File: src/tro_pkg.sv
// Shared constants and types for the tag read parallel output block
package tro_pkg;

	// APB register byte offsets
	localparam logic [7:0] TRO_CFG_OFF     = 8'h00;
	localparam logic [7:0] TRO_STATUS_OFF  = 8'h04;
	localparam logic [7:0] TRO_IRQ_STAT_OFF = 8'h08;
	localparam logic [7:0] TRO_IRQ_CLR_OFF = 8'h0c;
	localparam logic [7:0] TRO_IRQ_EN_OFF  = 8'h10;

	// Configuration register fields
	localparam int TRO_CFG_HOLD_LSB = 0;
	localparam int TRO_CFG_HOLD_W   = 16;
	localparam int TRO_CFG_CONT_BIT = 16;

	// Status register fields
	localparam int TRO_ST_STATE_LSB = 0;
	localparam int TRO_ST_NORMAL_BIT = 4;
	localparam int TRO_ST_ERROR_BIT = 5;
	localparam int TRO_ST_FIELD_BIT = 6;
	localparam int TRO_ST_DATA_LSB  = 8;

	// Interrupt bit positions
	localparam int TRO_IRQ_DONE_BIT = 0;
	localparam int TRO_IRQ_ERR_BIT  = 1;
	localparam int TRO_IRQ_W        = 2;

	// Reset values
	localparam logic [15:0] TRO_HOLD_RST = 16'h0064;
	localparam logic        TRO_CONT_RST = 1'b0;
	localparam logic [1:0]  TRO_IRQ_EN_RST = 2'h0;

	// Timing
	localparam int TRO_CLK_PERIOD_NS = 100;
	localparam int TRO_MS_NS         = 1000000;
	localparam int TRO_CYC_PER_MS    = TRO_MS_NS / TRO_CLK_PERIOD_NS;
	localparam logic [15:0] TRO_STROBE_DELAY_MS = 16'h0003;

	typedef enum logic [2:0] {
		ST_WAIT,
		ST_ACCESS,
		ST_DELAY,
		ST_NORMAL,
		ST_ERROR,
		ST_INHIBIT
	} tro_state_t;

endpackage

File: src/tro_ms_timer.sv
// Millisecond timebase and one-shot interval timer
`timescale 1ns/1ps
module tro_ms_timer import tro_pkg::*; #(
	parameter int CYC_PER_MS = TRO_CYC_PER_MS
) (
	input  wire logic        core_clk_i,
	input  wire logic        rstn_i,
	input  wire logic        start_i,
	input  wire logic        stop_i,
	input  wire logic [15:0] ms_i,
	output logic             done_o
);
	logic [31:0] cyc_r;
	logic [15:0] ms_r;
	logic [15:0] target_r;
	logic        run_r;
	wire         ms_tick_w = (cyc_r == 32'(CYC_PER_MS - 1));
	wire         last_ms_w = ((ms_r + 16'h0001) == target_r);

	// Done is combinational so the caller acts on the very edge it ends
	assign done_o = run_r && ms_tick_w && last_ms_w;

	always_ff @(posedge core_clk_i) begin
		if (!rstn_i) begin
			cyc_r    <= 32'h0;
			ms_r     <= 16'h0;
			target_r <= 16'h0;
			run_r    <= 1'b0;
		end else if (start_i) begin
			cyc_r    <= 32'h0;
			ms_r     <= 16'h0;
			target_r <= ms_i;
			run_r    <= 1'b1;
		end else if (stop_i || done_o) begin
			run_r <= 1'b0;
		end else if (run_r) begin
			cyc_r <= ms_tick_w ? 32'h0 : cyc_r + 32'h1;
			ms_r  <= ms_tick_w ? ms_r + 16'h0001 : ms_r;
		end
	end
endmodule // tro_ms_timer

File: src/tro_read_out.sv
// Tag read sequencer with parallel host outputs and APB registers
// Notes on behaviour
// - After reset the block waits for a tag without any host command.
// - A tag entering the field starts an access that reads one byte.
// - The byte read is shown on the eight read data lines, one bit each.
// - Normal completion rises 3 ms after the byte appears on the lines.
// - Normal completion then stays high for the set hold time in ms.
// - Suppress clears normal completion at once, even in continuous hold.
// - The read data lines keep their value until the next read result.
// - Suppress or an access error forces all eight data lines to zero.
// - A tag leaving the field before the access ends is an access error.
// - An access error raises the error output for the set hold time.
// - The error output low means running and high means error.
// - Suppress clears the error output at once, even in continuous hold.
// - Suppress is advised for a parked tag; while high the field is off.
//
// Decided for this implementation: the placing of the registers and the APB slave port.
`timescale 1ns/1ps
module tro_read_out import tro_pkg::*; #(
	parameter int CYC_PER_MS = TRO_CYC_PER_MS
) (
	input  wire logic        core_clk_i,
	input  wire logic        rstn_i,
	input  wire logic        psel,
	input  wire logic        penable,
	input  wire logic        pwrite,
	input  wire logic [7:0]  paddr,
	input  wire logic [31:0] pwdata,
	output logic [31:0]      prdata,
	output logic             pready,
	output logic             pslverr,
	input  wire logic        tag_present_i,
	input  wire logic        tag_done_i,
	input  wire logic [7:0]  tag_byte_i,
	output logic             field_en_o,
	output logic             access_o,
	input  wire logic        suppress_i,
	output logic [7:0]       read_data_lines_o,
	output logic             normal_completion_output_o,
	output logic             error_o,
	output logic             irq_o
);
	tro_state_t  st_r;
	tro_state_t  st_nxt;
	logic [7:0]  data_r;
	logic        normal_r;
	logic        error_r;
	logic        tag_prev_r;
	logic [15:0] hold_r;
	logic        cont_r;
	logic [TRO_IRQ_W-1:0] irq_stat_r;
	logic [TRO_IRQ_W-1:0] irq_en_r;
	logic        tmr_done_w;

	// Register bus decode
	wire wr_w      = psel && penable && pwrite;
	wire hit_cfg_w = (paddr == TRO_CFG_OFF);
	wire hit_st_w  = (paddr == TRO_STATUS_OFF);
	wire hit_is_w  = (paddr == TRO_IRQ_STAT_OFF);
	wire hit_ic_w  = (paddr == TRO_IRQ_CLR_OFF);
	wire hit_ie_w  = (paddr == TRO_IRQ_EN_OFF);
	wire mapped_w  = hit_cfg_w | hit_st_w | hit_is_w | hit_ic_w | hit_ie_w;

	wire [31:0] cfg_rd_w = {15'h0, cont_r, hold_r};
	wire [31:0] st_rd_w  = {16'h0, data_r, 1'b0, field_en_o, error_r,
		normal_r, 1'b0, st_r};

	assign pready  = 1'b1;
	assign pslverr = psel && penable && !mapped_w;
	assign prdata  = hit_cfg_w ? cfg_rd_w :
		hit_st_w ? st_rd_w :
		hit_is_w ? {30'h0, irq_stat_r} :
		hit_ie_w ? {30'h0, irq_en_r} : 32'h0;

	// Sequencer events
	wire tag_rise_w  = tag_present_i && !tag_prev_r;
	wire access_ok_w = (st_r == ST_ACCESS) && tag_done_i;
	wire access_err_w = (st_r == ST_ACCESS) && !tag_done_i &&
		!tag_present_i;
	wire hold_st_w   = (st_r == ST_NORMAL) || (st_r == ST_ERROR);
	wire [15:0] hold_eff_w = (hold_r == 16'h0) ? 16'h0001 : hold_r;

	// Timer starts: strobe delay after capture, hold after strobe or error
	wire tmr_start_w = !suppress_i && (access_ok_w || access_err_w ||
		((st_r == ST_DELAY) && tmr_done_w));
	wire [15:0] tmr_ms_w = access_ok_w ? TRO_STROBE_DELAY_MS :
		hold_eff_w;
	wire hold_end_w  = hold_st_w && tmr_done_w && !cont_r;

	tro_ms_timer #(
		.CYC_PER_MS(CYC_PER_MS)
	) u_timer (
		.core_clk_i(core_clk_i),
		.rstn_i    (rstn_i),
		.start_i   (tmr_start_w),
		.stop_i    (suppress_i),
		.ms_i      (tmr_ms_w),
		.done_o    (tmr_done_w)
	);

	always_comb begin
		st_nxt = st_r;
		case (st_r)
			ST_WAIT: begin
				if (tag_rise_w)
					st_nxt = ST_ACCESS;
			end
			ST_ACCESS: begin
				if (access_ok_w)
					st_nxt = ST_DELAY;
				else if (access_err_w)
					st_nxt = ST_ERROR;
			end
			ST_DELAY: begin
				if (tmr_done_w)
					st_nxt = ST_NORMAL;
			end
			ST_NORMAL, ST_ERROR: begin
				// A new tag replaces the result held so far
				if (tag_rise_w)
					st_nxt = ST_ACCESS;
				else if (hold_end_w)
					st_nxt = ST_WAIT;
			end
			ST_INHIBIT: begin
				st_nxt = ST_WAIT;
			end
			default: begin
				st_nxt = ST_WAIT;
			end
		endcase
		// Suppress overrides every state and aborts an access quietly
		if (suppress_i)
			st_nxt = ST_INHIBIT;
	end

	// Output qualifiers
	wire load_w  = !suppress_i && access_ok_w;
	wire clear_w = suppress_i || access_err_w;
	wire norm_set_w = !suppress_i && (st_r == ST_DELAY) && tmr_done_w;
	wire norm_clr_w = suppress_i || tag_rise_w ||
		((st_r == ST_NORMAL) && hold_end_w);
	wire err_set_w  = !suppress_i && access_err_w;
	wire err_clr_w  = suppress_i || tag_rise_w ||
		((st_r == ST_ERROR) && hold_end_w);

	always_ff @(posedge core_clk_i) begin
		if (!rstn_i) begin
			st_r       <= ST_WAIT;
			tag_prev_r <= 1'b0;
		end else begin
			st_r       <= st_nxt;
			tag_prev_r <= tag_present_i;
		end
	end

	always_ff @(posedge core_clk_i) begin
		if (!rstn_i)
			data_r <= 8'h00;
		else if (clear_w)
			data_r <= 8'h00;
		else if (load_w)
			data_r <= tag_byte_i;
	end

	always_ff @(posedge core_clk_i) begin
		if (!rstn_i) begin
			normal_r <= 1'b0;
			error_r  <= 1'b0;
		end else begin
			normal_r <= norm_set_w | (normal_r & ~norm_clr_w);
			error_r  <= err_set_w | (error_r & ~err_clr_w);
		end
	end

	// Configuration and interrupt registers; a new event beats a clear
	wire [TRO_IRQ_W-1:0] irq_evt_w = {err_set_w, load_w};
	wire [TRO_IRQ_W-1:0] irq_clr_w = (wr_w && hit_ic_w) ?
		pwdata[TRO_IRQ_W-1:0] : {TRO_IRQ_W{1'b0}};

	always_ff @(posedge core_clk_i) begin
		if (!rstn_i) begin
			hold_r     <= TRO_HOLD_RST;
			cont_r     <= TRO_CONT_RST;
			irq_en_r   <= TRO_IRQ_EN_RST;
			irq_stat_r <= {TRO_IRQ_W{1'b0}};
		end else begin
			if (wr_w && hit_cfg_w) begin
				hold_r <= pwdata[TRO_CFG_HOLD_LSB +: TRO_CFG_HOLD_W];
				cont_r <= pwdata[TRO_CFG_CONT_BIT];
			end
			if (wr_w && hit_ie_w)
				irq_en_r <= pwdata[TRO_IRQ_W-1:0];
			irq_stat_r <= irq_evt_w | (irq_stat_r & ~irq_clr_w);
		end
	end

	assign read_data_lines_o          = data_r;
	assign normal_completion_output_o = normal_r;
	assign error_o                    = error_r;
	assign irq_o      = |(irq_stat_r & irq_en_r);
	assign access_o   = (st_r == ST_ACCESS);
	// Field stops the cycle suppress rises, to spare a parked tag's battery
	assign field_en_o = !suppress_i && (st_r != ST_INHIBIT);

	// Cycles since the last state change, read only by the checks below
	logic [31:0] since_r;
	always_ff @(posedge core_clk_i) begin
		if (!rstn_i || (st_nxt != st_r))
			since_r <= 32'h0;
		else
			since_r <= since_r + 32'h1;
	end
	wire [31:0] delay_cyc_w = 32'(TRO_STROBE_DELAY_MS) * 32'(CYC_PER_MS);
	wire [31:0] hold_cyc_w  = 32'(hold_eff_w) * 32'(CYC_PER_MS);

	a_wait_after_reset: assert property (
		@(posedge core_clk_i) !rstn_i |=> (st_r == ST_WAIT) && !error_o)
		else $error("block not waiting after reset");

	a_access_on_entry: assert property (
		@(posedge core_clk_i) disable iff (!rstn_i)
		(st_r == ST_WAIT) && tag_rise_w && !suppress_i |=> access_o)
		else $error("tag entry did not start an access");

	a_byte_presented: assert property (
		@(posedge core_clk_i) disable iff (!rstn_i)
		access_ok_w && !suppress_i
		|=> read_data_lines_o == $past(tag_byte_i))
		else $error("read byte not on data lines");

	a_strobe_delay: assert property (
		@(posedge core_clk_i) disable iff (!rstn_i)
		$rose(normal_completion_output_o)
		|-> $past(since_r) == delay_cyc_w - 32'h1)
		else $error("normal strobe not 3 ms after data");

	a_normal_hold: assert property (
		@(posedge core_clk_i) disable iff (!rstn_i)
		$fell(normal_completion_output_o) && !$past(suppress_i)
		&& !$past(tag_rise_w)
		|-> !$past(cont_r) && $past(since_r) == hold_cyc_w - 32'h1)
		else $error("normal output hold time wrong");

	a_suppress_clears: assert property (
		@(posedge core_clk_i) disable iff (!rstn_i)
		suppress_i |=> !normal_completion_output_o && !error_o)
		else $error("suppress did not clear outputs");

	a_data_stable: assert property (
		@(posedge core_clk_i) disable iff (!rstn_i)
		!$past(load_w) && !$past(clear_w) |-> $stable(read_data_lines_o))
		else $error("data lines changed without a result");

	a_data_zeroed: assert property (
		@(posedge core_clk_i) disable iff (!rstn_i)
		clear_w |=> read_data_lines_o == 8'h00)
		else $error("data lines not forced to zero");

	a_error_raised: assert property (
		@(posedge core_clk_i) disable iff (!rstn_i)
		(st_r == ST_ACCESS) && !tag_present_i && !tag_done_i && !suppress_i
		|=> error_o && (st_r == ST_ERROR))
		else $error("early tag exit not flagged");

	a_field_stopped: assert property (
		@(posedge core_clk_i) disable iff (!rstn_i)
		suppress_i |-> !field_en_o ##1 !field_en_o)
		else $error("field running under suppress");

	a_continuous_hold: assert property (
		@(posedge core_clk_i) disable iff (!rstn_i)
		cont_r && normal_completion_output_o && !suppress_i && !tag_rise_w
		&& !(wr_w && hit_cfg_w) |=> normal_completion_output_o)
		else $error("continuous hold dropped output");

endmodule // tro_read_out

File: config.mk
export PLATFORM = sky130hd
export DESIGN_NAME = tro_read_out
export DESIGN_NICKNAME = d
export VERILOG_FILES = /design/src/tro_pkg.sv /design/src/tro_ms_timer.sv /design/src/tro_read_out.sv
export SDC_FILE = /design/constraint.sdc
export NUM_CORES = 1
export LEC_CHECK = 0
export BUFFER_PORTS_ARGS = -buffer_cell sky130_fd_sc_hd__buf_2
export CAP_MARGIN = 20
export CORE_ASPECT_RATIO = 2
export CORE_MARGIN = 2
export CORE_UTILIZATION = 56
export DETAILED_ROUTE_END_ITERATION = 8
export HOLD_SLACK_MARGIN = 0.15
export PLACE_DENSITY = 0.89
export SETUP_SLACK_MARGIN = 0.5
export SKIP_LAST_GASP = 1
export SLEW_MARGIN = 20
export SYNTH_ARGS = -nofsm -noshare
export SYNTH_HDL_FRONTEND = slang
export SYNTH_SLANG_ARGS = --single-unit
File: constraint.sdc
create_clock -name core_clk_i -period 3.8 [get_ports core_clk_i]
set_input_delay 0.76 -clock core_clk_i [delete_from_list [all_inputs] [get_ports core_clk_i]]
set_output_delay 0.76 -clock core_clk_i [all_outputs]
set_load 0.05 [all_outputs]
==> metrics <==
GRT Total Usage=29.4%; CP cell instances=and4_1 -> nand4_1 -> mux2_2 -> a221oi_4 -> and4b_2 -> buf_4 -> or2_1 -> or3_1 -> a21oi_1; Vias/cell=6.05; Worst setup startpoint=u_timer.ms_r[6]$_SDFFE_PP0P_; DR iter-0 viols=303; top_reg_cell synth=dfxtp_1; r2r startpoint=u_timer.ms_r[6]$_SDFFE_PP0P_; status=completed; Sequential Area=0.00201 mm2; die area=0.0107 mm2; TritonCTS buffer count=9; # rows=51; post-layout net count=around 800; area leader, netlist=dfxtp_1; post-route core utilization=65.1%; switch share=25.5%; Final Max Tran Viols=0; share of cells above drive strength 1=17.1%; post-synthesis sequential area ratio=36.4%; Top Ports=roughly 100; total gr overflow=0; post-synthesis register bit count=100; final setup TNS=0 ns; die width=74.0 um; top cells by count, synth=100 x dfxtp_1, 88 x nand2_1, 68 x nor2_1, 54 x xnor2_1, 41 x a21oi_1; Core Region=between 0.009 and 0.01 mm2; post-place instance area=0.00588 mm2; Post-Synthesis Cells=about 690; die height=about 140 um; Slew HR=a little under three fifths; worst-path maximum fanout=8; most frequent cell after synthesis=dfxtp_1; Power, Total=2.17 mW; crit path to=u_timer.cyc_r[30]$_SDFFE_PP0P_; clock share of power=between 40% and 50%; top cell type's share of synthesized area=between 30 and 40%; Final setup viols=0; Seq pwr share=49.1%; Area growth syn-to-layout=14.3%; drt drc=0; Wirelength per Cell=17.0 um; Setup CP Type=flip-flop to flip-flop; R2R Path End=u_timer.cyc_r[30]$_SDFFE_PP0P_; Final Hold Viols=0; Combinational Power Share=around 7.5%; Avg Cell Area, Syn=8.02 um2; Synth Cell Area=0.00549 mm2; final wirelength=15.0 mm; drt first pass iters=5; clock latency on the worst-skew pair=0.36 ns; CTS H-Tree Depth=3; initial antenna violation count=0; IO buf count=71; post-route cell area=about 0.0063 mm2; internal power=between 1.5 and 2 mW; Synth area leaders=dfxtp_1 36%, xnor2_1 8.6%, nand2_1 6.0%; Detailed Place HPWL=11.0 mm; Sw Pwr=roughly 0.55 mW; Worst Hold Class=flip-flop to flip-flop; fillers=slightly below 800; fin crit period=3.28 ns; Slew @ Worst Pin=0.669 ns; Placement Setup Slack=0.389 ns; Netlist cell types=61; P_leak=2.28 nW; Synth Warn #=0; unrepaired setup endpoints after global routing=no; Initial Util=57.0%; ANT nets after route=0; Setup crit end kind=flip-flop; RD Place Congestion=0.922; CTS clock-pin slew for the worst setup and hold paths=0.07 ns; Post-synth EDFFs=0; worst reg-to-reg path cell count=9; Worst Setup Slack, final=~0.52 ns; Max clock buf depth=2; CTS root buf=clkbuf_16; Via Count=between 5000 and 6000; CP max stage delay=0.49 ns; CTS tree=yes; total of max-cap violations=0; Startpoint Class=flip-flop; worst vdd ir=between 0.3 and 0.4 mV; multi-input logic area=0.00328 mm2; first-pass GRT wire length=~25 mm; fmax=305 MHz; vias in the first global route=between 5000 and 6000; pwr/cell area=346 mW/mm2; Antenna Cells=0; CTS Sinks=100; final period utilization=between 80% and 90%; CP max stage cell=dfxtp_1; CP arrival=3.56 ns; clock skew=0.0106 ns; largest net degree at the start of global routing=32; FF-to-FF setup slack=0.52 ns; Critical Path RT=between 4 and 5 ns; Async SR Flop Fraction=0%
kinds of logic (layout without fill, tap and decap cells):
logic type / after synthesis / after routing / share of synthesized area, %
AOI/OAI and AO/OA: 103 / 103 / 12.8
buffers and inverters: 64 / 114 / 6.01
DFF: 100 / 100 / 36.4
xor gates and xnor gates: 62 / 62 / 9.89
and+or+nand+nor: 346 / 346 / 33.1
other: 2 / 16 / 0.137
adders and majority gates: 3 / 3 / 0.683
muxes: 5 / 5 / 0.934
cells in the final DEF, fill, tap and decap left out, types with 4 or more instances in the layout:
| cell type | n |
|---|---|
| clkbuf_16 | 9 |
| and4_1 | 8 |
| and3_1 | 13 |
| or3_1 | 12 |
| nor3b_1 | 11 |
| mux2i_1 | 4 |
| buf_4 | 16 |
| nand4_1 | 15 |
| conb_1 | 16 |
| nor4b_2 | 5 |
| a22o_1 | 25 |
| or4_1 | 7 |
| dfxtp_1 | 97 |
| buf_2 | 71 |
| nor2b_1 | 7 |
| nand2_1 | 88 |
| o21ai_0 | 9 |
| nor2_1 | 68 |
| nor4_1 | 22 |
| inv_1 | 9 |
| a21oi_1 | 41 |
| xor2_1 | 8 |
| xnor2_1 | 54 |
| and2_1 | 10 |
| nor3_1 | 36 |
| nand3_1 | 22 |
final cells by class:
class                      count  area share [%]
multi-input combinational    535            52.2
sequential                   100            32.0
timing repair buffer          88            7.75
clock buffer                   9            3.59
tap                          132            2.63
clock inverter                 7            1.30
inverter                      10           0.598
worst max-delay path: cells and delay by family, from the launching register on:
| kind | cells | cell delay (ns) |
|---|---|---|
| AOI/OAI and AO/OA | 2 | 0.50 |
| DFF | 1 | 0.49 |
| and+or+nand+nor | 5 | 1.59 |
| muxes | 1 | 0.42 |
| buffers and inverters | 1 | 0.20 |
routing by layer:
metal  up-vias  wire (um)  track usage, %
li1       2526          -               -
met1      2535       5050            28.2
met2       213       8540            56.3
met3        56        717            4.53
met4         0        710            16.7
met5         -          0               0
power groups by stage:
| stage | clock, mW | combinational [mW] | sequential, mW |
|---|---|---|---|
| 6_report | 0.943 | 0.163 | 1.06 |
| 3_3_place_gp | 0 | 0.151 | 1.09 |
| 5_1_grt | 0.994 | 0.174 | 1.07 |
| 4_1_cts | 0.946 | 0.157 | 1.06 |
| 2_1_floorplan | 0 | 0.122 | 1.09 |
| 3_5_place_dp | 0 | 0.154 | 1.09 |
state kept, by name (all words and copies together), names as in the netlist:
name and flops:
normal_completion_output_o 1, read_data_lines_o 8, st_r 3, u_timer.ms_r 16, u_timer.target_r 16, cont_r 1, hold_r 16, u_timer.cyc_r 32
tag_prev_r 1, error_o 1, u_timer.run_r 1, irq_stat_r 2, irq_en_r 2
per-stage QoR:
| stage | hold WS [ns] | instances |
|---|---|---|
| after floorplan | 0.444 | 699 |
| after global placement | 0.457 | 862 |
| after detailed placement | 0.460 | 862 |
| after CTS | 0.469 | 878 |
| after global routing | 0.493 | 881 |
| final | 0.476 | 881 |
worst min path at each step:
stage                                                  from  depth (start not counted)  slack (ns)                           endpoint
after floorplan           u_timer.target_r[14]$_SDFFE_PN0P_                          2        0.44  u_timer.target_r[14]$_SDFFE_PN0P_
after global placement    read_data_lines_o[1]$_SDFFE_PP0P_                          2        0.46  read_data_lines_o[1]$_SDFFE_PP0P_
after detailed placement  read_data_lines_o[2]$_SDFFE_PP0P_                          2        0.46  read_data_lines_o[2]$_SDFFE_PP0P_
after CTS                 read_data_lines_o[2]$_SDFFE_PP0P_                          2        0.47  read_data_lines_o[2]$_SDFFE_PP0P_
after global routing      u_timer.target_r[15]$_SDFFE_PN0P_                          2        0.49  u_timer.target_r[15]$_SDFFE_PN0P_
final                     read_data_lines_o[7]$_SDFFE_PP0P_                          2        0.48  read_data_lines_o[7]$_SDFFE_PP0P_
what timing repair did:
item | CTS | global route
endpoints found under the setup margin | 48 | 84
setup buffers | 0 | 3
pin swaps | 0 | 2
hold buffers | 0 | 0
hold endpoints to repair | 0 | 0
gates resized for setup | 3 | 14
(Power assumes the default switching activity.)
